[src/include/rsp_pkg.sv]
// Package of constants and types for the serial slave port of the clock.
package rsp_pkg;

  // ---------------------------------------------------------------------
  // Register map and field layout.
  // ---------------------------------------------------------------------
  localparam logic [6:0] CHG_ADDR = 7'h11;
  localparam logic [7:0] CHG_RST = 8'h00;
  localparam int CHG_PAT_LSB = 4;
  localparam int CHG_DS_LSB = 2;
  localparam int CHG_RS_LSB = 0;
  localparam logic [3:0] CHG_KEY = 4'hA;
  localparam logic [1:0] DS_ONE = 2'h1;
  localparam logic [1:0] DS_TWO = 2'h2;
  localparam logic [1:0] RS_NONE = 2'h0;
  localparam int DIR_BIT = 7;

  // ---------------------------------------------------------------------
  // Address wrap points for burst transfers.
  // ---------------------------------------------------------------------
  localparam logic [6:0] RAM_LAST = 7'h7F;
  localparam logic [6:0] RAM_FIRST = 7'h20;

  // ---------------------------------------------------------------------
  // Transfer sizes and buffer shape.
  // ---------------------------------------------------------------------
  localparam int BYTE_BITS = 8;
  localparam logic [2:0] LAST_BIT = 3'h7;
  localparam int FIFO_DEPTH = 16;

  // Transfer phase of the port.
  typedef enum logic [1:0] {ST_IDLE, ST_ADDR, ST_READ, ST_WRITE} rsp_state_t;

  // One register write leaving the port.
  typedef struct packed {
    logic [7:0] addr;
    logic [7:0] data;
  } rsp_wr_t;

endpackage

[src/rtl/rsp_port.sv]
// Serial slave port with charger control decode and a write buffer.
`timescale 1ns/10ps

// Small FIFO with valid and ready on both sides.
module rsp_fifo #(
  parameter int WIDTH = 16,
  parameter int DEPTH = 16
) (
  // Clock, reset and enable.
  input wire logic clk_sys,
  input wire logic rst,
  input wire logic clk_en,
  // Fill side.
  input wire logic in_valid,
  output logic in_ready,
  input wire logic [WIDTH-1:0] in_data,
  // Drain side.
  output logic out_valid,
  input wire logic out_ready,
  output logic [WIDTH-1:0] out_data
);
  localparam int AW = $clog2(DEPTH);
  logic [WIDTH-1:0] mem [DEPTH];
  logic [AW-1:0] wr_ptr_r;
  logic [AW-1:0] rd_ptr_r;
  logic [AW:0] count_r;
  wire push = in_valid && in_ready && clk_en;
  wire pop = out_valid && out_ready && clk_en;

  // Full and empty come straight from the fill count.
  assign in_ready = (count_r != (AW+1)'(DEPTH));
  assign out_valid = (count_r != '0);
  assign out_data = mem[rd_ptr_r];

  // Storage array is written without reset.
  always_ff @(posedge clk_sys) begin
    if (push) begin
      mem[wr_ptr_r] <= in_data;
    end
  end

  // Pointers and fill count.
  always_ff @(posedge clk_sys) begin
    if (rst) begin
      wr_ptr_r <= '0;
      rd_ptr_r <= '0;
      count_r <= '0;
    end else begin
      if (push) begin
        wr_ptr_r <= wr_ptr_r + 1'b1;
      end
      if (pop) begin
        rd_ptr_r <= rd_ptr_r + 1'b1;
      end
      if (push && !pop) begin
        count_r <= count_r + 1'b1;
      end else if (pop && !push) begin
        count_r <= count_r - 1'b1;
      end
    end
  end
endmodule

module rsp_port #(
  parameter int FIFO_DEPTH = rsp_pkg::FIFO_DEPTH
) (
  // Clock, reset and enable.
  input wire logic clk_sys,
  input wire logic rst,
  input wire logic clk_en,
  // Serial pins.
  input wire logic chip_enable,
  input wire logic sclk,
  input wire logic serial_in,
  output logic serial_out,
  output logic serial_out_oe,
  input wire logic interface_select_pin,
  // Supply status.
  input wire logic battery_backed,
  input wire logic primary_below_battery,
  // Read access to the registers outside.
  output logic [7:0] rd_addr,
  output logic rd_req,
  input wire logic [7:0] rd_data,
  // Write stream to the registers outside.
  output logic wr_valid,
  input wire logic wr_ready,
  output rsp_pkg::rsp_wr_t wr_word,
  output logic wr_overflow,
  // Charger controls.
  output logic charge_enable,
  output logic diode_one,
  output logic diode_two,
  output logic [2:0] resistor_onehot
);
  // -----------------------------------------------------------------------
  // Input synchronisers and edge detection.
  // -----------------------------------------------------------------------
  logic [5:0] sync1_r;
  logic [5:0] sync2_r;
  logic ce_d_r;
  logic sclk_d_r;
  wire ce_s = sync2_r[0];
  wire sclk_s = sync2_r[1];
  wire din_s = sync2_r[2];
  wire spi_mode = sync2_r[3];
  wire bb_s = sync2_r[4];
  wire low_s = sync2_r[5];

  // Every pin passes two flops before any logic reads it.
  always_ff @(posedge clk_sys) begin
    if (rst) begin
      sync1_r <= '0;
      sync2_r <= '0;
      ce_d_r <= 1'b0;
      sclk_d_r <= 1'b0;
    end else if (clk_en) begin
      sync1_r <= {primary_below_battery, battery_backed, interface_select_pin, serial_in, sclk, chip_enable};
      sync2_r <= sync1_r;
      ce_d_r <= ce_s;
      sclk_d_r <= sclk_s;
    end
  end

  // -----------------------------------------------------------------------
  // Transfer state.
  // -----------------------------------------------------------------------
  rsp_pkg::rsp_state_t state_r;
  logic idle_pol_r;
  logic [2:0] bit_cnt_r;
  logic [7:0] shin_r;
  logic [7:0] tx_r;
  logic [7:0] addr_r;
  logic load_pend_r;
  logic out_r;
  logic oe_r;
  logic ovf_r;
  logic [7:0] chg_r;

  // Edge decode: in SPI mode strobe returns the clock to idle and shift leaves idle; in three-wire mode strobe is the rising edge.
  wire ce_rise = ce_s && !ce_d_r;
  wire sclk_edge = (sclk_s != sclk_d_r);
  wire strobe = ce_s && sclk_edge && (spi_mode ? (sclk_s == idle_pol_r) : sclk_s);
  wire shift = ce_s && sclk_edge && !strobe;
  wire [7:0] shin_nxt = spi_mode ? {shin_r[6:0], din_s} : {din_s, shin_r[7:1]};
  wire byte_done = strobe && (bit_cnt_r == rsp_pkg::LAST_BIT);
  wire protect = bb_s && low_s;
  wire is_chg = (addr_r[6:0] == rsp_pkg::CHG_ADDR);
  wire wr_byte = byte_done && (state_r == rsp_pkg::ST_WRITE) && !protect;
  wire chg_we = wr_byte && is_chg;
  wire fifo_in_ready;
  wire push = wr_byte && !is_chg && fifo_in_ready;
  wire [6:0] ram_inc = (addr_r[6:0] == rsp_pkg::RAM_LAST) ? rsp_pkg::RAM_FIRST : addr_r[6:0] + 7'h01;
  wire [7:0] addr_inc = (addr_r[6:5] == 2'h0) ? {addr_r[7:5], addr_r[4:0] + 5'h01} : {addr_r[7], ram_inc};
  wire [7:0] rd_val = is_chg ? chg_r : rd_data;
  wire [7:0] tx_nxt = spi_mode ? {tx_r[6:0], 1'b0} : {1'b0, tx_r[7:1]};

  // Transfer sequencer; chip enable low clears all its state except the sampled idle polarity.
  always_ff @(posedge clk_sys) begin
    if (rst || (clk_en && !ce_s)) begin
      state_r <= rsp_pkg::ST_IDLE;
      bit_cnt_r <= '0;
      shin_r <= '0;
      tx_r <= '0;
      addr_r <= '0;
      load_pend_r <= 1'b0;
      out_r <= 1'b0;
      oe_r <= 1'b0;
      idle_pol_r <= rst ? 1'b0 : idle_pol_r;
    end else if (clk_en) begin
      load_pend_r <= 1'b0;
      if (ce_rise) begin
        idle_pol_r <= sclk_s;
        state_r <= rsp_pkg::ST_ADDR;
      end
      if (strobe) begin
        bit_cnt_r <= bit_cnt_r + 3'h1;
        shin_r <= shin_nxt;
      end
      if (byte_done && state_r == rsp_pkg::ST_ADDR) begin
        addr_r <= shin_nxt;
        state_r <= shin_nxt[rsp_pkg::DIR_BIT] ? rsp_pkg::ST_WRITE : rsp_pkg::ST_READ;
        load_pend_r <= !shin_nxt[rsp_pkg::DIR_BIT];
      end else if (byte_done && state_r != rsp_pkg::ST_IDLE) begin
        addr_r <= addr_inc;
        load_pend_r <= (state_r == rsp_pkg::ST_READ);
      end
      if (load_pend_r) begin
        tx_r <= rd_val;
      end else if (shift && state_r == rsp_pkg::ST_READ) begin
        oe_r <= 1'b1;
        out_r <= spi_mode ? tx_r[7] : tx_r[0];
        tx_r <= tx_nxt;
      end
    end
  end

  // Charger register and overflow flag survive chip enable low.
  always_ff @(posedge clk_sys) begin
    if (rst) begin
      chg_r <= rsp_pkg::CHG_RST;
      ovf_r <= 1'b0;
    end else if (clk_en) begin
      if (chg_we) begin
        chg_r <= shin_nxt;
      end
      if (wr_byte && !is_chg && !fifo_in_ready) begin
        ovf_r <= 1'b1;
      end
    end
  end

  // -----------------------------------------------------------------------
  // Charger decode.
  // -----------------------------------------------------------------------
  wire [3:0] charge_enable_pattern = chg_r[rsp_pkg::CHG_PAT_LSB +: 4];
  wire [1:0] diode_count_select = chg_r[rsp_pkg::CHG_DS_LSB +: 2];
  wire [1:0] resistor_select = chg_r[rsp_pkg::CHG_RS_LSB +: 2];
  wire ds_ok = (diode_count_select == rsp_pkg::DS_ONE) || (diode_count_select == rsp_pkg::DS_TWO);

  // Charger enable needs the key, a valid diode code and a resistor.
  assign charge_enable = (charge_enable_pattern == rsp_pkg::CHG_KEY) && ds_ok &&
                         (resistor_select != rsp_pkg::RS_NONE);
  assign diode_one = charge_enable && (diode_count_select == rsp_pkg::DS_ONE);
  assign diode_two = charge_enable && (diode_count_select == rsp_pkg::DS_TWO);
  // The shift stays four bits wide until after the halving, so code 11 keeps its bit.
  assign resistor_onehot = charge_enable ? 3'((4'h1 << resistor_select) >> 1) : 3'h0;

  // -----------------------------------------------------------------------
  // Outputs and write buffer.
  // -----------------------------------------------------------------------
  assign serial_out = out_r;
  assign serial_out_oe = oe_r;
  assign rd_addr = addr_r;
  assign rd_req = load_pend_r;
  assign wr_overflow = ovf_r;

  rsp_fifo #(
    .WIDTH($bits(rsp_pkg::rsp_wr_t)),
    .DEPTH(FIFO_DEPTH)
  ) u_fifo (
    .clk_sys(clk_sys),
    .rst(rst),
    .clk_en(clk_en),
    .in_valid(push),
    .in_ready(fifo_in_ready),
    .in_data({addr_r, shin_nxt}),
    .out_valid(wr_valid),
    .out_ready(wr_ready),
    .out_data(wr_word)
  );
endmodule

[config.mk]
export PLATFORM = sky130hd
export DESIGN_NAME = rsp_port
export DESIGN_NICKNAME = d
export VERILOG_FILES = /design/src/include/rsp_pkg.sv /design/src/rtl/rsp_port.sv
export SDC_FILE = /design/constraint.sdc
export NUM_CORES = 1
export LEC_CHECK = 0
export BUFFER_PORTS_ARGS = -buffer_cell sky130_fd_sc_hd__buf_2
export CAP_MARGIN = 20
export CORE_AREA = 2 2 215 217
export CTS_BUF_LIST = sky130_fd_sc_hd__clkbuf_8
export DETAILED_ROUTE_END_ITERATION = 6
export DIE_AREA = 0 0 217 219
export PLACE_DENSITY = 0.53
export SYNTH_ARGS = -nofsm -noshare
export SYNTH_HDL_FRONTEND = slang
export SYNTH_SLANG_ARGS = --single-unit
[constraint.sdc]
create_clock -name clk_sys -period 3.3 [get_ports clk_sys]
set_input_delay 0.33 -clock clk_sys [delete_from_list [all_inputs] [get_ports clk_sys]]
set_output_delay 0.33 -clock clk_sys [all_outputs]
set_load 0.05 [all_outputs]
* Word-level counts from Yosys, hierarchy flattened
Memories as Yosys holds them, arrays and structs flattened. A register that Yosys moved wholly into a read port is not among the register bits.
Cells that the tools add are included.
** Cells by class
- Bitwise gates (word level) :: 1
- Equality and inequality tests :: 14
- Reductions and logical operators :: 57
- $add $sub $neg :: 7
- Muxes and demuxes :: 27
- Shifts and indexed selects :: 1
** Operators with widths (number)
- 8-bit 2-to-1 mux :: 6
- 1-bit logical AND :: 26
- 7-bit 2-to-1 mux :: 3
- 2-bit nonzero test :: 8
- 2-bit AND reduction :: 7
- 1-bit 2-to-1 mux :: 11
- 5-bit by 1-bit adder with 5-bit output, second input constant :: 2
- 5-bit 2-to-1 mux :: 2
- 1-bit logical NOT :: 9
- 3-bit AND reduction :: 3
- 4-bit by 1-bit adder with 4-bit output, second input constant :: 2
- 4-bit 2-to-1 mux :: 2
- 7-bit by 1-bit adder with 7-bit output, second input constant :: 1
- 7-bit by 5-bit == test with 1-bit output, second input constant :: 1
- 7-bit == test, second input constant :: 1
- 2-bit == test, second input constant :: 3
- 5-bit inequality test, second input constant :: 1
- 5-bit nonzero test :: 1
- 5-bit by 1-bit subtractor with 5-bit output, second input constant :: 1
- 2-bit by 1-bit == test with 1-bit output, second input constant :: 2
- 4-bit == test, second input constant :: 1
- 2-bit 2-to-1 mux :: 2
- 1-bit by 2-bit left shift with 4-bit output, first input constant :: 1
- 3-bit by 1-bit adder with 3-bit output, second input constant :: 1
- 9 further kinds :: 10
** Word-level totals
- Logic and storage cells :: 128
- Memories kept :: 1
- Input port bits :: 18
- Bits in registers :: 69
- Memory bits (writable) :: 256
** Memories
- u_fifo.mem :: depth 16, width 16, rd ports 1, clocked after Yosys merged registers in 1, write ports 1, line rsp_port.sv:23 : logic [WIDTH-1:0] mem [DEPTH];

* Logic depth before layout (Yosys ltp)
Gate-level depths: netlist of the first run.
- Word-level depth :: 14
- Gate-level depth with buffers :: 15
- Mapped depth without buffers :: 14

* Hierarchy
A second synthesis of the first run with hierarchy kept.
** Unflattened totals
- Cells, all modules :: 818
- Area total of the unflattened synthesis :: 13404.1 µm²
** Modules (own cells, without submodules)
- rsp_fifo :: seq. area each 8027.7 µm², area each 10545.1 µm², cells an instance 505, instances 1
- rsp_port :: seq. area each 1131.1 µm², area each 2859.0 µm², cells an instance 313, instances 1

* Worst setup path before layout of the first run
OpenSTA, ideal clock, no wires.
- Path kind :: flip-flop to flip-flop
- From :: register addr_r[1] (netlist: rd_addr[1])
- To :: memory u_fifo.mem[1][0], enable pin
- Data required time :: 2869 ps
- Cell stages (with the launch flop) :: 7
- Period minus slack after synthesis :: 3722 ps
- Path slack :: -422 ps
- Arrival time :: 3291 ps
- Cell sequence :: dfxtp_1 inv_1 ha_1 nand4_1 nand4_1 nor2_2 nor4bb_1
** On the way
- Cells in the longest elaborated chain, start to end :: 8
** RTL lines
- start, declared :: line rsp_port.sv:133 : logic [7:0] addr_r;
- start signal, assigned :: line rsp_port.sv:181 : addr_r <= shin_nxt;
- start signal, assigned :: line rsp_port.sv:185 : addr_r <= addr_inc;
- 7-bit by 5-bit == test with 1-bit output :: line rsp_port.sv:148 : wire is_chg = (addr_r[6:0] == rsp_pkg::CHG_ADDR);
- 1-bit logical NOT :: line rsp_port.sv:152 : wire push = wr_byte && !is_chg && fifo_in_ready;
- 1-bit logical AND (2 in series) :: line rsp_port.sv:152
- 1-bit logical AND (2 in series) :: line rsp_port.sv:27 : wire push = in_valid && in_ready && clk_en;
- 1-bit 2-to-1 mux :: line rsp_port.sv:37 : if (push) begin
- 1-bit 2-to-1 mux (implied by the code) :: line rsp_port.sv:38 : mem[wr_ptr_r] <= in_data;
- end, declared :: line rsp_port.sv:23
No other way between the ends.

* Final worst setup path of the first run
- From :: register bit_cnt_r[0]
- To :: register u_fifo.count_r[4]
** On the way
- Cells in the longest elaborated chain, start to end :: 11
- Elaborated cells between the ends (all ways) :: 13
- Classes of those cells :: eq/ne: 1; mux: 1; reduce/logical: 11
** RTL lines
- start, declared :: line rsp_port.sv:130 : logic [2:0] bit_cnt_r;
- start signal, assigned :: line rsp_port.sv:177 : bit_cnt_r <= bit_cnt_r + 3'h1;
- 3-bit == test (*) :: line rsp_port.sv:146 : wire byte_done = strobe && (bit_cnt_r == rsp_pkg::LAST_BIT);
- 1-bit logical AND (*) :: line rsp_port.sv:146
- 1-bit logical AND (*) (2 in series) :: line rsp_port.sv:149 : wire wr_byte = byte_done && (state_r == rsp_pkg::ST_WRITE) && !protect;
- 1-bit logical AND (*) (2 in series) :: line rsp_port.sv:152
- 1-bit logical AND (*) (2 in series) :: line rsp_port.sv:27
- 1-bit logical NOT :: line rsp_port.sv:57 : end else if (pop && !push) begin
- 1-bit logical AND :: line rsp_port.sv:57
- 2-bit nonzero test (no line)
- end signal, assigned :: line rsp_port.sv:56 : count_r <= count_r + 1'b1;
- end signal, assigned :: line rsp_port.sv:58 : count_r <= count_r - 1'b1;
- end, declared :: line rsp_port.sv:26 : logic [AW:0] count_r;
Mark *: on every way between the ends. The rest lies on a longest branch, timed or not.
A chain may end at the register's enable or synchronous reset.

==> impl_metrics.py, run 1 <==
metrics = {
    "outcome": {
        "status": "finished clean",
    },
    "sta": {
        "whs_ns": 0.167,
        "period_needed_ns": 3.03,
        "drv_slew": 0,
        "tns_ns": 0,
        "rsz0062_at_grt": "no",
        "maxSlewHeadroom_pct": 39.7,
        "tightestPinTransition_ns": 0.904,
        "fin_ws_ns": 0.274,
        "clock_skew_ns": 0.0314,
        "hold_violations": 0,
        "fin_crit_sh_pct": 91.7,
        "setup_viol": 0,
        "fmax_mhz": 331,
    },
    "clock_tree": {
        "cts.htree.levels": 2,
        "cts_root_buf": "clkbuf_8",
        "cts_buffers": 52,
        "numClockSinks": 329,
        "path_clk_slew_ns": 0.06,
        "clkLatencyLatePin_ns": 0.60,
        "ctsLongestPathBuffers": 3,
        "cts_tree": "done",
    },
    "synth": {
        "avgSynthCellArea_um2": 17.2,
        "yosys-top-cells-area": "edfxtp_1 (58%), mux4_2 (13%), dfxtp_1 (11%)",
        "synth_common_cells": "edfxtp_1 (257), mux4_2 (80), dfxtp_1 (72), nor2_1 (63), mux2i_1 (34)",
        "synth_top_flop_cell": "edfxtp_1",
        "ys_seq_area_share_pct": 68.4,
        "synth-edff-count": 257,
        "yosysMostFrequentCell": "edfxtp_1",
        "synth_top_area_share_pct": 57.7,
        "netlist_area_um2": 13400,
        "synth_cell_type_count": 61,
        "yosys.area.top_type": "edfxtp_1",
        "synthArstFlopShare_pct": 0,
        "syn_nets": 814,
        "synth-seq-cells": 329,
        "yosys_warnings": 0,
        "netlist_instances": 780,
    },
    "worst_setup_path": {
        "crit_path_end": "u_fifo.count_r[4]",
        "reg2reg_depth": 14,
        "critPathLaunch": "bit_cnt_r[0]",
        "ff2ff_setup_slack_ns": 0.27,
        "crit_arrival_ns": 3.53,
        "path_max_fanout": 4,
        "worstSetupPathType": "reg2reg",
        "critPathLaunchType": "register",
        "worstSetupEndpointType": "register",
        "cp.required_ns": 3.80,
        "r2r_start": "bit_cnt_r[0]",
        "r2r-end": "u_fifo.count_r[4]",
    },
    "route": {
        "avgRoutedWirePerCell_um": 19.8,
        "via_count": 7230,
        "drtPass1Iterations": 4,
        "final_antenna_net_count": 0,
        "wirelength_mm": 30.3,
        "vias_per_cell": 4.73,
        "drtIter0Drc": 408,
        "drc": 0,
    },
    "finish": {
        "antenna_cells": 0,
        "syn2layout_area_growth_pct": 17.1,
        "fin_util_pct": 34.7,
        "nNetsFinal": 920,
        "drive_above_1_share_pct": 28.7,
    },
    "die": {
        "core_area_um2": 45100,
        "die_w_um": 217,
        "die_h_um": 219,
        "start_util_pct": 29.7,
        "rows": 78,
        "ios": 53,
        "die_area_um2": 47500,
    },
    "placement": {
        "gp_congestion": 0.783,
        "dp_hpwl_mm": 17.7,
        "dpl_worst_slack_ns": 0.131,
        "io_buffers": 52,
    },
    "global_route": {
        "antenna_found_initial": 0,
        "grt_max_degree": 65,
        "grt_pass1_vias": 7586,
        "grt_pass1_wl_mm": 46.2,
        "grt.overflow.total": 0,
        "grt_usage_pct": 12.9,
    },
    "run": {
        "cap_violations": 0,
    },
    "power_and_ir_drop": {
        "ir_worst_vdd_mv": 0.280,
        "leakagePower_nw": 5.87,
        "powerDensity_nw_per_um2": 509,
    },
    "min_path": {
        "hp-class": "in2reg",
    },
}
[sequential cells by signal, summed over array words and instances, names as in the netlist, 2 cells and up, named ones only]
| register | count |
|---|---|
| u_fifo.wr_ptr_r | 4 |
| bit_cnt_r | 3 |
| sync2_r | 6 |
| u_fifo.mem | 256 |
| shin_r | 8 |
| rd_addr | 8 |
| state_r | 2 |
| chg_r | 8 |
| u_fifo.count_r | 5 |
| sync1_r | 6 |
| u_fifo.rd_ptr_r | 4 |
| tx_r | 8 |
[metal layers]
metal	part of all wire, %	vias to the layer above	global-route usage [%]
met3	4.9	53	2.65
met2	47	181	20.8
met5	0	-	0
met4	2.1	0	3.84
li1	-	3337	-
met1	46	3659	17.6
[cells by family (layout without fill, tap and decap cells)]
| logic type | after synthesis | after routing | synth area share [%] |
|---|---|---|---|
| flops | 329 | 329 | 68.4 |
| simple gates | 149 | 149 | 6.21 |
| compound gates | 97 | 97 | 4.74 |
| mux | 119 | 119 | 16.4 |
| xor+xnor | 7 | 7 | 0.458 |
| fa+ha+maj | 16 | 16 | 1.55 |
| buf+inv | 63 | 213 | 2.17 |
[per-stage QoR]
step / cells / power, mW / area [um2]
after floorplan: 780 / 4.56 / 13400
after global placement: 1425 / 4.58 / 14600
after detailed placement: 1425 / 4.58 / 14600
after CTS: 1529 / 8.08 / 15700
after global routing: 1530 / 8.25 / 15700
final: 1530 / 7.97 / 15700
[layout by cell type, fill, tap and decap left out, types with 8 or more instances in the layout]
master	Yosys	routed
clkinv_2	0	12
a21oi_1	30	29
nor2_1	63	63
and4_1	10	10
nand3_1	11	11
mux4_2	80	80
nor3_1	9	9
mux2i_1	34	34
clkbuf_8	0	53
ha_1	15	15
buf_4	7	33
inv_1	19	27
a211oi_1	24	24
o21ai_0	18	18
nor2b_1	8	8
dfxtp_1	72	66
edfxtp_1	257	257
clkinv_1	0	18
buf_2	9	52
nand2_1	11	11
[power by group]
group | internal (mW) | leakage [nW] | total [mW] | switching, mW
Sequential | 4.42 | 3.51 | 4.42 | 0.00639
Clock | 1.83 | 0.572 | 3.47 | 1.64
Combinational | 0.0319 | 1.79 | 0.0781 | 0.0462
[worst min path at each step]
| stage | startpoint | to | slack [ns] | cells after the start |
|---|---|---|---|---|
| after floorplan | ce_d_r | ce_d_r | 0.45 | 2 |
| after CTS | rst | tx_r[0] | 0.13 | 3 |
| after global placement | serial_out_oe | serial_out_oe | 0.45 | 2 |
| after global routing | rd_data[5] | tx_r[5] | 0.19 | 4 |
| after detailed placement | ce_d_r | ce_d_r | 0.48 | 2 |
| final | rst | tx_r[0] | 0.17 | 3 |
[timing repair]
item / in CTS / in global routing
setup endpoints to repair: 0 / 1
hold buffers: 6 / 0
resized for setup: 0 / 3
buffers inserted: 0 / 1
hold endpoints to repair: 6 / 0
[final cells by class]
| type | count | area [um2] |
|---|---|---|
| fill | 4352 | 29400 |
| sequential | 329 | 9170 |
| multi-input combinational | 388 | 3970 |
| tap | 600 | 751 |
| clock buffer | 53 | 729 |
| timing repair buffer | 96 | 668 |
| clock inverter | 45 | 307 |
| inverter | 19 | 71.3 |
[critical path, stage by stage, from the launching register on]
cell     delay, ns
dfxtp_1       0.35
ha_1          0.16
ha_1          0.20
nand3_1       0.11
a21oi_2       0.15
nand4_1       0.18
nor2_2        0.18
ha_1          0.22
inv_2         0.09
fa_2          0.40
a21o_1        0.19
a21oi_1       0.19
xnor2_1       0.09
or3_1         0.30
a21oi_1       0.14
Note: power is estimated with default switching activity, not from simulation.
==> inputs of run 2 (changes only) <==
--- a/config.mk
+++ b/config.mk
@@ -11,7 +11,7 @@
 export CTS_BUF_LIST = sky130_fd_sc_hd__clkbuf_8
 export DETAILED_ROUTE_END_ITERATION = 6
 export DIE_AREA = 0 0 217 219
-export PLACE_DENSITY = 0.53
+export PLACE_DENSITY = 0.51
 export SYNTH_ARGS = -nofsm -noshare
 export SYNTH_HDL_FRONTEND = slang
 export SYNTH_SLANG_ARGS = --single-unit
==> constraint.sdc (replaced) <==
create_clock -name clk_sys -period 2.9 [get_ports clk_sys]
set_input_delay 0.29 -clock clk_sys [delete_from_list [all_inputs] [get_ports clk_sys]]
set_output_delay 0.29 -clock clk_sys [all_outputs]
set_load 0.05 [all_outputs]
==> run 2 against run 1 <==
Against the previous run:
- clock power rose by 5%
- worst hold slack worse by 0.11 ns
- clock skew is 0.0056 ns lower
- setup slack got worse by 0.22 ns
- non-clock buffer count is 15 higher
- total power rose by 10%
- register-to-register slack got worse by 0.12 ns
- die area is the same
- largest cell class unchanged
- largest power group unchanged
==> impl_metrics.py, run 2 (synthesized netlist as in run 1, its figures left out) <==
metrics = {
    "outcome": {
        "status": "finished clean",
    },
    "run": {
        "cap_violations": 0,
    },
    "route": {
        "vias_per_cell": 4.76,
        "drtIter0Drc": 511,
        "via_count": 7318,
        "final_antenna_net_count": 0,
        "drc": 0,
        "drtPass1Iterations": 5,
        "wirelength_mm": 31.6,
        "avgRoutedWirePerCell_um": 20.5,
    },
    "power_and_ir_drop": {
        "leakagePower_nw": 5.97,
        "powerDensity_nw_per_um2": 549,
        "ir_worst_vdd_mv": 0.446,
    },
    "worst_setup_path": {
        "crit_top_cell": "mux4_2",
        "ff2ff_setup_slack_ns": 0.15,
        "critical_path.slowest_cell": "mux4_2",
        "r2r_start": "bit_cnt_r[0]",
        "worstSetupPathType": "reg2out",
        "crit_arrival_ns": 2.55,
        "critPathLaunchType": "register",
        "worstSetupEndpointType": "output port",
        "crit_path_max_incr_delay_ns": 0.53,
        "path_cells": "buf_12, buf_16, mux4_2, mux4_2, buf_8",
        "cp.required_ns": 2.61,
        "path_max_fanout": 7,
    },
    "sta": {
        "whs_ns": 0.0591,
        "period_needed_ns": 2.84,
        "drv_slew": 0,
        "clock_skew_ns": 0.0258,
        "hold_violations": 0,
        "fin_crit_sh_pct": 98.1,
        "maxSlewHeadroom_pct": 38.0,
        "tightestPinTransition_ns": 0.929,
        "fin_ws_ns": 0.0565,
        "setup_viol": 0,
        "rsz0062_at_grt": "yes",
        "fmax_mhz": 352,
    },
    "die": {
        "ios": 53,
        "die_area_um2": 47500,
        "rows": 78,
        "core_area_um2": 45100,
        "die_h_um": 219,
        "start_util_pct": 29.7,
        "die_w_um": 217,
    },
    "min_path": {
        "hp-class": "in2reg",
        "hp-start": "rst",
    },
    "placement": {
        "gp_congestion": 0.751,
        "dpl_worst_slack_ns": 0.0857,
        "dp_hpwl_mm": 18.0,
        "io_buffers": 52,
        "dp_cells": 1432,
    },
    "finish": {
        "final_cells": 1538,
        "mostFrequentLayoutCells": "edfxtp_1 (257), mux4_2 (80), nor2_1 (63)",
        "top_register": "u_fifo.mem",
        "antenna_cells": 0,
        "largest_register_ffs": 256,
        "fin_util_pct": 35.5,
        "nNetsFinal": 936,
        "final_common_cell": "edfxtp_1",
        "syn2layout_area_growth_pct": 19.6,
        "drive_above_1_share_pct": 30.9,
    },
    "global_route": {
        "grt_pass1_vias": 7595,
        "grt_pass1_wl_mm": 47.4,
        "grt_usage_pct": 13.4,
        "antenna_found_initial": 0,
        "grt_max_degree": 30,
        "grt.overflow.total": 0,
    },
    "clock_tree": {
        "cts_tree": "done",
        "cts_buffers": 53,
        "clkLatencyLatePin_ns": 0.61,
        "numClockSinks": 329,
        "cts_root_buf": "clkbuf_8",
        "path_clk_slew_ns": 0.06,
        "ctsLongestPathBuffers": 3,
        "cts.htree.levels": 2,
    },
}
==> run 2: cell count changes in the layout (fill, tap and decap cells not counted), sizes merged <==
cell,change
buf,+15
inv,+8
clkinvlp,+2
bufinv,-3
clkinv,-16
clkbuf,+2
==> run 2: layer usage <==
metal | wire length [um] | global-route usage [%]
met4 | 534 | 3.29
met2 | 15500 | 22.5
met5 | 0 | 0
met1 | 14400 | 17.9
met3 | 1180 | 2.62
==> run 2: area by class of cell <==
type | count | area (um2)
inverters | 19 | 71.3
well taps | 600 | 751
clock inverters | 36 | 195
fillers | 4335 | 29100
flip-flops and latches | 329 | 9190
multi-input cells | 388 | 4050
clock buffers | 55 | 757
repair buffers | 111 | 1000
==> run 2: critical path, delay by kind of cell (launching register included) <==
kind | cells | cell delay (ns)
buffers and inverters | 3 | 0.47
muxes | 2 | 1.02
DFF | 1 | 0.46
==> run 2: what timing repair did <==
| action | in CTS | in global routing |
|---|---|---|
| setup endpoints to repair | 16 | 12 |
| pin swaps | 0 | 9 |
| hold buffers | 6 | 0 |
| hold endpoints to repair | 6 | 0 |
| resized for setup | 27 | 17 |
| setup buffers | 4 | 2 |
| cloned | 4 | 0 |
==> run 2: path summary, 6_finish.rpt <==
check	end	depth (start not counted)
worst max-delay path	wr_word[8]	5
worst min-delay path	sync1_r[3]	2
worst min register to register	serial_out_oe	2
worst max register to register	u_fifo.count_r[4]	14
==> run 2: per-stage QoR <==
step	area [um2]	power, mW	setup TNS (ns)
after CTS	15900	8.92	0
after global routing	16000	9.13	-0.102
after global placement	14700	5.21	0
after floorplan	13500	5.18	0
after detailed placement	14700	5.21	0
final	16000	8.78	0
==> run 2: power breakdown <==
group / switching (mW) / internal [mW]
Sequential: 0.00736 / 5.02
Clock: 1.81 / 1.85
Combinational: 0.0520 / 0.0363
Total: 1.87 / 6.91
==> inputs of run 3 (changes only) <==
==> constraint.sdc (replaced) <==
create_clock -name clk_sys -period 2.7 [get_ports clk_sys]
set_input_delay 0.27 -clock clk_sys [delete_from_list [all_inputs] [get_ports clk_sys]]
set_output_delay 0.27 -clock clk_sys [all_outputs]
set_load 0.05 [all_outputs]
==> run 3 against run 2 <==
Against the previous run:
- the run now ends with negative setup slack left
- core utilization is 0.70 points higher
- setup slack worse by 0.19 ns
- design area is 2.0% higher
- sequential cell count stayed put
- global-route usage is 0.10 points higher
- sequential share of layout area is 1.1 points lower
- critical endpoint is now wr_word[10]
- largest cell class unchanged
==> impl_metrics.py, run 3 (synthesized netlist as in run 1, its figures left out) <==
metrics = {
    "route": {
        "avgRoutedWirePerCell_um": 20.4,
        "drtPass1Iterations": 5,
        "wirelength_mm": 31.7,
        "drtIter0Drc": 484,
        "drc": 0,
        "vias_per_cell": 4.77,
        "via_count": 7417,
        "final_antenna_net_count": 0,
    },
    "die": {
        "die_w_um": 217,
        "rows": 78,
        "core_area_um2": 45100,
        "die_h_um": 219,
        "ios": 53,
        "die_area_um2": 47500,
        "start_util_pct": 29.7,
    },
    "sta": {
        "drv_slew": 0,
        "setup_viol": 16,
        "hold_violations": 0,
        "maxSlewHeadroom_pct": 48.6,
        "tightestPinTransition_ns": 0.756,
        "rsz0062_at_grt": "yes",
        "period_needed_ns": 2.83,
        "fmax_mhz": 353,
        "fin_crit_sh_pct": 105,
        "clock_skew_ns": 0.0191,
        "fin_ws_ns": -0.134,
        "whs_ns": 0.121,
    },
    "power_and_ir_drop": {
        "finalPower_mw": 9.41,
        "leakagePower_nw": 6.10,
        "ir_worst_vdd_mv": 0.343,
        "powerDensity_nw_per_um2": 577,
    },
    "worst_setup_path": {
        "critPathLaunchType": "register",
        "worstSetupPathType": "reg2out",
        "cp.required_ns": 2.43,
        "critical_path.slowest_cell": "mux4_2",
        "path_cells": "buf_6, buf_12, buf_16, mux4_2, mux4_2, buf_8",
        "path_max_fanout": 6,
        "crit_path_max_incr_delay_ns": 0.51,
        "worstSetupEndpointType": "output port",
        "crit_top_cell": "mux4_2",
        "crit_arrival_ns": 2.56,
    },
    "clock_tree": {
        "cts.htree.levels": 2,
        "cts_buffers": 53,
        "cts_tree": "done",
        "cts_root_buf": "clkbuf_8",
        "clkLatencyLatePin_ns": 0.61,
        "ctsLongestPathBuffers": 3,
        "path_clk_slew_ns": 0.06,
        "numClockSinks": 329,
    },
    "placement": {
        "dp_hpwl_mm": 18.4,
        "gp_congestion": 0.766,
        "place_area_um2": 14900,
        "io_buffers": 52,
    },
    "finish": {
        "nFillCells": 4329,
        "largest_register_ffs": 256,
        "post-route-cell-area_um2": 16300,
        "regArea_um2": 9190,
        "antenna_cells": 0,
        "multiInputGateArea_um2": 4060,
        "syn2layout_area_growth_pct": 22.0,
        "final_common_cell": "edfxtp_1",
        "mostFrequentLayoutCells": "edfxtp_1 (257), mux4_2 (80), nor2_1 (63)",
        "nNetsFinal": 951,
        "top_register": "u_fifo.mem",
        "drive_above_1_share_pct": 31.3,
    },
    "global_route": {
        "grt.overflow.total": 0,
        "grt_pass1_vias": 7686,
        "antenna_found_initial": 0,
        "grt_max_degree": 42,
        "grt_pass1_wl_mm": 48.0,
        "grt_usage_pct": 13.5,
    },
    "outcome": {
        "status": "finished with violations",
        "violations": "negative setup slack",
    },
    "run": {
        "cap_violations": 0,
    },
    "min_path": {
        "hp-class": "in2reg",
    },
}
==> run 3: final cells by class <==
cell class	count	area share, %
clock buffers	55	4.64
flip-flops and latches	329	56.3
well taps	600	4.60
multi-input cells	388	24.8
inverters	19	0.452
repair buffers	126	8.08
clock inverters	37	1.10
==> run 3: critical path: cells and delay by family (launching register included) <==
family / cells / cell delay, ns
buf+inv: 4 / 0.55
mux: 2 / 1.01
flops: 1 / 0.40
==> run 3: final timing paths <==
check                           depth (start not counted)     startpoint  slack [ns]           endpoint
worst max-delay path                                    6       register       -0.13        wr_word[10]
worst min-delay path                                    4     rd_data[4]        0.12            tx_r[4]
worst max register to register                         14   bit_cnt_r[1]        0.03  u_fifo.count_r[4]
worst min register to register                          2  serial_out_oe        0.47      serial_out_oe
==> run 3: per-layer routing <==
layer	vias to the layer above	wire [um]	track usage (%)
met1	3784	14400	18.3
met5	-	0	0
li1	3402	-	-
met3	62	1360	2.56
met4	0	737	4.27
met2	169	15200	22.0
==> run 3: what timing repair did <==
| action | 4_1_cts | 5_1_grt |
|---|---|---|
| gates resized for setup | 42 | 4 |
| hold buffers | 10 | 0 |
| setup buffers | 6 | 1 |
| endpoints found under the setup margin | 16 | 17 |
| endpoints found under the hold margin | 7 | 0 |
| cloned | 5 | 0 |
| pin swaps | 0 | 2 |
==> run 3: through the flow <==
step / util, % / setup TNS [ns] / setup WS [ns] / cells
2_1_floorplan: - / -0.0362 / -0.0362 / 780
3_3_place_gp: 33.2 / 0 / 0.0368 / 1442
3_5_place_dp: 33.2 / 0 / 0.0103 / 1442
4_1_cts: 36.3 / -2.72 / -0.188 / 1555
5_1_grt: 36.2 / -3.08 / -0.229 / 1554
6_report: 36.2 / -1.31 / -0.134 / 1554
==> run 3: power breakdown <==
part	internal, mW	switching [mW]
Sequential	5.39	0.00753
Clock	1.97	1.94
Combinational	0.0441	0.0589
